File: src/pkg/css_defs.vh
// constants for the converter startup sequencer register block
// Functional notes
// - Link run enable 0 halts link state machine; settings may change.
// - Calibration run enable 0 halts calibration machine after link halt.
// - Calibration run enable 1 starts the calibration state machine.
// - Link run enable 1 restarts link state machine.
// - Restarted link follows receiver's SYNC signal.
// - Zero-to-one edge of software trigger starts one calibration.
// - Channel mode switches dual/single by register write only.
// - Single-channel mode samples on both device clock edges.
`ifndef CSS_DEFS_VH
`define CSS_DEFS_VH
`define CSS_ADDR_RUN 4'h0
`define CSS_ADDR_LINK 4'h4
`define CSS_ADDR_CAL 4'h8
`define CSS_ADDR_STAT 4'hC
`define CSS_RUN_LINK 0
`define CSS_RUN_CAL 1
`define CSS_RUN_TRIG 2
`define CSS_RUN_OVR 3
`define CSS_RUN_SINGLE 4
`define CSS_RUN_RST 5'h00
`define CSS_LINK_RST 32'h00000000
`define CSS_CAL_RST 2'h0
`define CSS_CAL_CYCLES 8'h10
`define CSS_RESP_OKAY 2'h0
`define CSS_RESP_SLVERR 2'h2
`endif

File: src/logic/css_sequencer.v
// register block and link/calibration state machines of the sequencer
`timescale 1ns/1ps
`include "css_defs.vh"
module css_sequencer (
  // clock and reset
  input wire aclk,
  input wire aresetn,
  // axi4-lite write
  input wire [3:0] s_axi_awaddr,
  input wire s_axi_awvalid,
  output reg s_axi_awready,
  input wire [31:0] s_axi_wdata,
  input wire [3:0] s_axi_wstrb,
  input wire s_axi_wvalid,
  output reg s_axi_wready,
  output reg [1:0] s_axi_bresp,
  output reg s_axi_bvalid,
  input wire s_axi_bready,
  // axi4-lite read
  input wire [3:0] s_axi_araddr,
  input wire s_axi_arvalid,
  output reg s_axi_arready,
  output reg [31:0] s_axi_rdata,
  output reg [1:0] s_axi_rresp,
  output reg s_axi_rvalid,
  input wire s_axi_rready,
  // link side
  input wire sync_n,
  input wire sync_source_in_a,
  input wire sync_source_in_b,
  output reg link_active_q,
  output reg link_data_q,
  output reg cal_busy_q,
  output reg single_channel_q,
  output reg dual_edge_q,
  output reg overrange_enable_q
);
  localparam L_HALT = 2'h0;
  localparam L_CGS = 2'h1;
  localparam L_DATA = 2'h2;
  localparam C_HALT = 2'h0;
  localparam C_IDLE = 2'h1;
  localparam C_RUN = 2'h2;

  reg [4:0] run_q;
  reg [31:0] link_cfg_q;
  reg [1:0] cal_cfg_q;
  reg [1:0] lst_q;
  reg [1:0] cst_q;
  reg [7:0] ccnt_q;
  reg trig_prev_q;
  reg cal_done_q;
  reg [3:0] awaddr_q;
  reg aw_have_q;
  reg [31:0] wdata_q;
  reg [3:0] wstrb_q;
  reg w_have_q;
  wire sync_sel;
  wire sync_use;
  wire trig_edge;

  // link config word: [4:0] mode, [12:8] k-1, [16] sync source select
  assign sync_sel = link_cfg_q[16];
  // sync source: 0 single-ended sync, 1 timestamp differential pair
  assign sync_use = sync_sel ? ~(sync_source_in_a & ~sync_source_in_b)
                             : sync_n;
  assign trig_edge = run_q[`CSS_RUN_TRIG] & ~trig_prev_q;

  // --------------------------------------------------------------
  // axi write channel
  // --------------------------------------------------------------
  always @(posedge aclk) begin
    if (!aresetn) begin
      s_axi_awready <= 1'b1;
      s_axi_wready <= 1'b1;
      s_axi_bvalid <= 1'b0;
      s_axi_bresp <= `CSS_RESP_OKAY;
      aw_have_q <= 1'b0;
      w_have_q <= 1'b0;
      awaddr_q <= 4'h0;
      wdata_q <= 32'h00000000;
      wstrb_q <= 4'h0;
      run_q <= `CSS_RUN_RST;
      link_cfg_q <= `CSS_LINK_RST;
      cal_cfg_q <= `CSS_CAL_RST;
    end else begin
      if (s_axi_awvalid && s_axi_awready) begin
        awaddr_q <= s_axi_awaddr;
        aw_have_q <= 1'b1;
        s_axi_awready <= 1'b0;
      end
      if (s_axi_wvalid && s_axi_wready) begin
        wdata_q <= s_axi_wdata;
        wstrb_q <= s_axi_wstrb;
        w_have_q <= 1'b1;
        s_axi_wready <= 1'b0;
      end
      if (aw_have_q && w_have_q && !s_axi_bvalid) begin
        s_axi_bvalid <= 1'b1;
        s_axi_bresp <= `CSS_RESP_OKAY;
        aw_have_q <= 1'b0;
        w_have_q <= 1'b0;
        case (awaddr_q)
          `CSS_ADDR_RUN: begin
            // run enables, trigger, overrange and channel mode
            if (wstrb_q[0])
              run_q <= wdata_q[4:0];
          end
          `CSS_ADDR_LINK: begin
            if (wstrb_q[0])
              link_cfg_q[7:0] <= wdata_q[7:0];
            if (wstrb_q[1])
              link_cfg_q[15:8] <= wdata_q[15:8];
            if (wstrb_q[2])
              link_cfg_q[23:16] <= wdata_q[23:16];
            if (wstrb_q[3])
              link_cfg_q[31:24] <= wdata_q[31:24];
          end
          `CSS_ADDR_CAL: begin
            // bit0 background mode, bit1 offset calibration
            if (wstrb_q[0])
              cal_cfg_q <= wdata_q[1:0];
          end
          `CSS_ADDR_STAT: begin
            s_axi_bresp <= `CSS_RESP_SLVERR;
          end
          default: begin
            s_axi_bresp <= `CSS_RESP_SLVERR;
          end
        endcase
      end
      if (s_axi_bvalid && s_axi_bready) begin
        s_axi_bvalid <= 1'b0;
        s_axi_awready <= 1'b1;
        s_axi_wready <= 1'b1;
      end
    end
  end

  // --------------------------------------------------------------
  // axi read channel
  // --------------------------------------------------------------
  always @(posedge aclk) begin
    if (!aresetn) begin
      s_axi_arready <= 1'b1;
      s_axi_rvalid <= 1'b0;
      s_axi_rdata <= 32'h00000000;
      s_axi_rresp <= `CSS_RESP_OKAY;
    end else begin
      if (s_axi_arvalid && s_axi_arready) begin
        s_axi_arready <= 1'b0;
        s_axi_rvalid <= 1'b1;
        s_axi_rresp <= `CSS_RESP_OKAY;
        case (s_axi_araddr)
          `CSS_ADDR_RUN: s_axi_rdata <= {27'h0, run_q};
          `CSS_ADDR_LINK: s_axi_rdata <= link_cfg_q;
          `CSS_ADDR_CAL: s_axi_rdata <= {30'h0, cal_cfg_q};
          `CSS_ADDR_STAT: begin
            s_axi_rdata <= {24'h000000, cal_done_q, sync_use, cst_q,
                            2'h0, lst_q};
          end
          default: begin
            s_axi_rdata <= 32'h00000000;
            s_axi_rresp <= `CSS_RESP_SLVERR;
          end
        endcase
      end
      if (s_axi_rvalid && s_axi_rready) begin
        s_axi_rvalid <= 1'b0;
        s_axi_arready <= 1'b1;
      end
    end
  end

  // --------------------------------------------------------------
  // link state machine
  // --------------------------------------------------------------
  always @(posedge aclk) begin
    if (!aresetn) begin
      lst_q <= L_HALT;
    end else if (!run_q[`CSS_RUN_LINK]) begin
      lst_q <= L_HALT;
    end else begin
      case (lst_q)
        L_HALT: lst_q <= L_CGS;
        // sync low requests resynchronisation from the receiver
        L_CGS: if (sync_use) lst_q <= L_DATA;
        L_DATA: if (!sync_use) lst_q <= L_CGS;
        default: lst_q <= L_HALT;
      endcase
    end
  end

  // --------------------------------------------------------------
  // calibration state machine
  // --------------------------------------------------------------
  always @(posedge aclk) begin
    if (!aresetn) begin
      cst_q <= C_HALT;
      ccnt_q <= 8'h00;
      trig_prev_q <= 1'b0;
      cal_done_q <= 1'b0;
    end else begin
      trig_prev_q <= run_q[`CSS_RUN_TRIG];
      if (!run_q[`CSS_RUN_CAL]) begin
        cst_q <= C_HALT;
        ccnt_q <= 8'h00;
      end else begin
        case (cst_q)
          C_HALT: cst_q <= C_IDLE;
          C_IDLE: begin
            // edges seen while halted are dropped, not queued
            if (trig_edge) begin
              cst_q <= C_RUN;
              ccnt_q <= `CSS_CAL_CYCLES;
              cal_done_q <= 1'b0;
            end
          end
          C_RUN: begin
            if (ccnt_q == 8'h01) begin
              cst_q <= C_IDLE;
              cal_done_q <= 1'b1;
            end
            ccnt_q <= ccnt_q - 8'h01;
          end
          default: cst_q <= C_HALT;
        endcase
      end
    end
  end

  // --------------------------------------------------------------
  // outputs
  // --------------------------------------------------------------
  always @(posedge aclk) begin
    if (!aresetn) begin
      link_active_q <= 1'b0;
      link_data_q <= 1'b0;
      cal_busy_q <= 1'b0;
      single_channel_q <= 1'b0;
      dual_edge_q <= 1'b0;
      overrange_enable_q <= 1'b0;
    end else begin
      link_active_q <= (lst_q != L_HALT);
      link_data_q <= (lst_q == L_DATA);
      cal_busy_q <= (cst_q == C_RUN);
      single_channel_q <= run_q[`CSS_RUN_SINGLE];
      // both edges in single mode keeps the device clock unchanged
      dual_edge_q <= run_q[`CSS_RUN_SINGLE];
      overrange_enable_q <= run_q[`CSS_RUN_OVR];
    end
  end
endmodule

File: config.mk
export PLATFORM = sky130hd
export DESIGN_NAME = css_sequencer
export DESIGN_NICKNAME = d
export VERILOG_FILES = /design/src/logic/css_sequencer.v
export VERILOG_INCLUDE_DIRS = /design/src /design/src/pkg
export SDC_FILE = /design/constraint.sdc
export NUM_CORES = 1
export LEC_CHECK = 0
export ABC_AREA = 1
export ABC_CLOCK_PERIOD_IN_PS = 1200
export BUFFER_PORTS_ARGS = -buffer_cell sky130_fd_sc_hd__buf_2
export CORE_MARGIN = 2
export CORE_UTILIZATION = 49
export CTS_CLUSTER_DIAMETER = 30
export DETAILED_ROUTE_END_ITERATION = 12
export PLACE_DENSITY_LB_ADDON = 0.12
export SLEW_MARGIN = 20
export SYNTH_ARGS = -nofsm -noshare
export SYNTH_HDL_FRONTEND = slang
export SYNTH_SLANG_ARGS = --single-unit
File: constraint.sdc
create_clock -name aclk -period 1.2 [get_ports aclk]
set_clock_uncertainty 0.2 [all_clocks]
set_input_delay 0.12 -clock aclk [delete_from_list [all_inputs] [get_ports aclk]]
set_output_delay 0.12 -clock aclk [all_outputs]
set_load 0.005 [all_outputs]
# Word level (Yosys, flattened, before mapping)
# Cells that the tools add are included.
# op_classes
n_mux	15
reduce_logical	31
eq_ne	14
bitwise	6
add_sub_neg	1
# op_table
operator	n
$pmux W32 S4	1
$reduce_and A3 Y1	6
$pmux W8 S2	1
$eq A4 B4 Y1 const B	3
$mux W2	6
$pmux W2 S3	2
$reduce_and A2 Y1	5
$eq A4 B3 Y1 const B	2
$eq A8 B1 Y1 const B	1
$logic_not A4 Y1	2
$mux W8	1
$ne A2 B2 Y1 const B	4
$sub A8 B1 Y8 const B	1
$logic_and A1 B1 Y1	7
$reduce_or A2 Y1	3
$eq A2 B1 Y1 const B	2
$eq A2 B2 Y1 const B	2
$logic_not A2 Y1	2
$not A1 Y1	4
$reduce_and A4 Y1	1
$reduce_bool A2 Y1	2
$reduce_or A4 Y1	1
$mux W1	3
$reduce_or A3 Y1	1
3 further kinds	4
# word_totals
word_cells	96
in_bits	54
register_bits	141
out_inout_bits	47

# Depth between registers and ports, before layout
# logic_depth
ltp_word	6
mapped_depth	8
ltp_nobuf	8

# Worst setup path after synthesis
# No wires, ideal clock.
# synth_path
kind	register to register
startpoint	reg s_axi_bvalid
endpoint	reg link_cfg_q[10]
path_buffers	0
path_stages_with_launch	8
required_ns	0.884
slack_ns	-0.184
period_less_slack_ns	1.384
arrival_ns	1.068
cell_sequence	dfxtp_1 inv_1 nand3_1 inv_1 nand3_1 clkinv_2 nor2_1 nor2_1
# synth_between
elab_chain_cells	3
# synth_lines
item	line	source
start, declared	css_sequencer.v:17	output reg s_axi_bvalid,
start signal, assigned	css_sequencer.v:76	s_axi_bvalid <= 1'b0;
start signal, assigned	css_sequencer.v:99	s_axi_bvalid <= 1'b1;
start signal, assigned	css_sequencer.v:133	s_axi_bvalid <= 1'b0;
$logic_not A1 Y1	css_sequencer.v:98	if (aw_have_q && w_have_q && !s_axi_bvalid) begin
$logic_and A1 B1 Y1	css_sequencer.v:98	
$reduce_and A3 Y1 (no line)	-	
end signal, assigned	css_sequencer.v:84	link_cfg_q <= `CSS_LINK_RST;
end signal, assigned	css_sequencer.v:113	link_cfg_q[15:8] <= wdata_q[15:8];
end, declared	css_sequencer.v:46	reg [31:0] link_cfg_q;
# No other way between the ends.
# A chain may end at the register's enable or synchronous reset.

# Worst setup path in the final report
# layout_path
startpoint	reg awaddr_q[0]
endpoint	reg link_cfg_q[11]
# layout_between
elab_chain_cells	2
# layout_lines
item	line	source
start, declared	css_sequencer.v:53	reg [3:0] awaddr_q;
start signal, assigned	css_sequencer.v:88	awaddr_q <= s_axi_awaddr;
$eq A4 B3 Y1	css_sequencer.v:103	case (awaddr_q)
$reduce_and A3 Y1 (no line)	-	
# No other way between the ends.

==> metrics.cfg <==
[clock_network]
clk_pin_slew_ns=0.07
root_buffer=clkbuf_8
cts_tree=done
cts_sinks=139
clk_latency_ns=0.53
cts.htree.levels=4
clockBufferDepth=2
cts_buffers=17

[placement]
place.gp.congestion=0.844
hpwlAfterDp_um=8310
placed_area_um2=6190
portBuffers=98

[die]
io_pins=101
rows=37
die_x_um=107
fp.dieH_um=107
die_area_um2=11400
initial_utilization_pct=50.3
core_area_um2=10300

[critical_path]
cp_data_required_time_ns=1.46
end_kind=flip-flop
arrival_ns=2.00
startpoint_type=flip-flop
worstSetupPathType=reg2reg
worst-path-max-fanout=8

[route]
dr_wl_met2_um=12900
wl_per_cell_um=24.8
postRouteAntennaNets=0
highest_layer=met4
dr_wl_met3_um=2760
first_pass_iters=6
drc=0
wirelength_um=26900
met1_length_um=8900
drt-initial-drc-count=647
dr_total_vias=6786
vias_per_cell=6.25

[logic_synthesis]
yosysUniqueCellTypes=26
ys_ff_latch=139
yosys-top-cells-area=dfxtp_1 54%, nor2_1 12%, o21ai_0 11%
yosys_warnings=0
syn_area_um2=5170
syn-instance-count=687
synth_area_per_cell_um2=7.53
synth_top_cell_by_area=dfxtp_1
seq_area_frac_synth_pct=53.8
synth_top_area_share_pct=53.8

[grt]
grt_overflow=0
track_usage_pct=30.1
grt_pass1_vias=5604
grt_max_degree=71
grt_pass1_wl_um=26800
antenna_found_initial=0

[timing]
clock.fmax_ghz=0.576
period_needed_ns=1.74
post-route-period-util_pct=145
drv_slew=0
final_hold_viol_count=10
rsz0062_at_grt=yes
hold_slack_ns=-0.0254
finalSetupViolations=174
setup_ws_ns=-0.536

[pwr]
power_density_nw_per_um2=1330
peakVddDrop_mv=1.06
p_total_mw=12.8
leakagePower_nw=3.99

[cells_and_area]
fin_nets=994
area_growth_pct=85.1
fin_util_pct=93.1
nFillCells=311
final_cell_area_um2=9570
diodes=0
drive_gt1_share_pct=54.5

[run_status]
violations=negative hold slack, negative setup slack
outcome=finished with violations

[flow_run]
cap_violations=0

[min_path]
holdCritPathClass=in2reg

[placed cells by master, fill, tap and decap left out, types with 4 or more instances in the layout]
cell,instances
inv_2,11
o21ai_2,71
clkbuf_16,23
bufinv_16,4
nor2_4,18
buf_6,39
a21oi_1,17
nand3_2,5
buf_16,6
inv_1,21
nand2_1,83
clkinvlp_4,4
nor2_1,123
buf_2,81
buf_4,57
o21ai_1,23
o21ai_0,5
dlygate4sd3_1,50
nor2_2,26
nand2_4,8
nand3_4,5
nand2_2,10
dfxtp_4,5
nand2_8,5
a21oi_4,4
dfxtp_1,90
dfxtp_2,44
nand3_1,11
nor3_4,5
a21oi_2,32
buf_12,16
o21ai_4,14
[worst max-delay path, cell delays in order (launching register included)]
cell	delay, ns
dfxtp_1	0.32
inv_2	0.11
nand2_4	0.08
nor3_4	0.22
buf_8	0.22
nand3_4	0.17
clkinv_4	0.15
nor2_1	0.08
nor2_1	0.11
[timing repair]
action	CTS	global route
hold endpoints to repair	127	37
setup buffers	22	34
hold buffers	52	1
cloned	10	10
endpoints found under the setup margin	134	172
pin swaps	32	75
gates resized for setup	242	228
[synthesized netlist by cell type, drive strengths merged]
master and number:
nand2 103, buf 12, dfxtp 139, nand3 19
o22ai 1, a21boi 1, clkbuf 21, conb 1
ha 2, a41oi 1, a21oi 53, inv 40
clkinv 3, o21a 1, nor3 6, nor2 167
nand4 1, a31oi 1, nor3b 2, o21ai 113
[flip-flops by register name, summed over array words and instances, names as in the netlist, 2 cells and up]
| signal | count |
|---|---|
| run_q | 5 |
| wdata_q | 32 |
| awaddr_q | 4 |
| ccnt_q | 8 |
| cal_cfg_q | 2 |
| cst_q | 2 |
| s_axi_rdata | 32 |
| link_cfg_q | 32 |
| lst_q | 2 |
| wstrb_q | 4 |
[through the flow]
| stage | setup slack [ns] | TNS (ns) | cells | hold slack (ns) |
|---|---|---|---|---|
| after global routing | -0.566 | -36.98 | 1086 | -0.00736 |
| after CTS | -0.283 | -18.88 | 1046 | -0.137 |
| after global placement | -0.297 | -11.91 | 931 | 0.148 |
| after detailed placement | -0.335 | -13.17 | 931 | 0.150 |
| final | -0.536 | -34.25 | 1086 | -0.0254 |
| after floorplan | -0.177 | -4.65 | 688 | 0.0523 |
[report_power, final]
group	switching (mW)	internal, mW	total (mW)
sequential	0.224	4.83	5.06
clock	2.18	3.37	5.55
combinational	1.12	1.05	2.16
[area by class of cell]
type	instances	area [um^2]	area share, %
clock inverter	11	170	1.78
timing repair buffer	259	2480	25.9
clock buffer	20	425	4.44
inverter	43	233	2.43
tap	136	170	1.78
sequential	139	2860	29.8
multi-input combinational	478	3240	33.8
[routing by layer]
| metal | global-route usage (%) | vias up |
|---|---|---|
| met3 | 5.35 | 249 |
| met5 | 0 | - |
| li1 | - | 2748 |
| met4 | 13.8 | 0 |
| met2 | 58.0 | 635 |
| met1 | 31.5 | 3154 |
[worst paths after layout]
check | cells after the start | end | slack, ns | start
max reg2reg | 8 | link_cfg_q[11] | -0.54 | awaddr_q[0]
min reg2reg | 2 | s_axi_rdata[1] | 0.29 | s_axi_rdata[1]
min | 4 | s_axi_bresp[1] | -0.03 | aresetn
max | 8 | link_cfg_q[11] | -0.54 | awaddr_q[0]
[kinds of logic (layout without fill, tap and decap cells)]
family                     Yosys count  in the layout  share of synthesized area (%)
and+or+nand+nor                    298            303                           22.8
AOI/OAI and AO/OA                  171            171                           16.8
DFF                                139            139                           53.8
buffers and inverters               76            333                           6.10
adders and majority gates            2              2                          0.484
other                                1              2                         0.0725
Power figures use the tool's default switching activity.
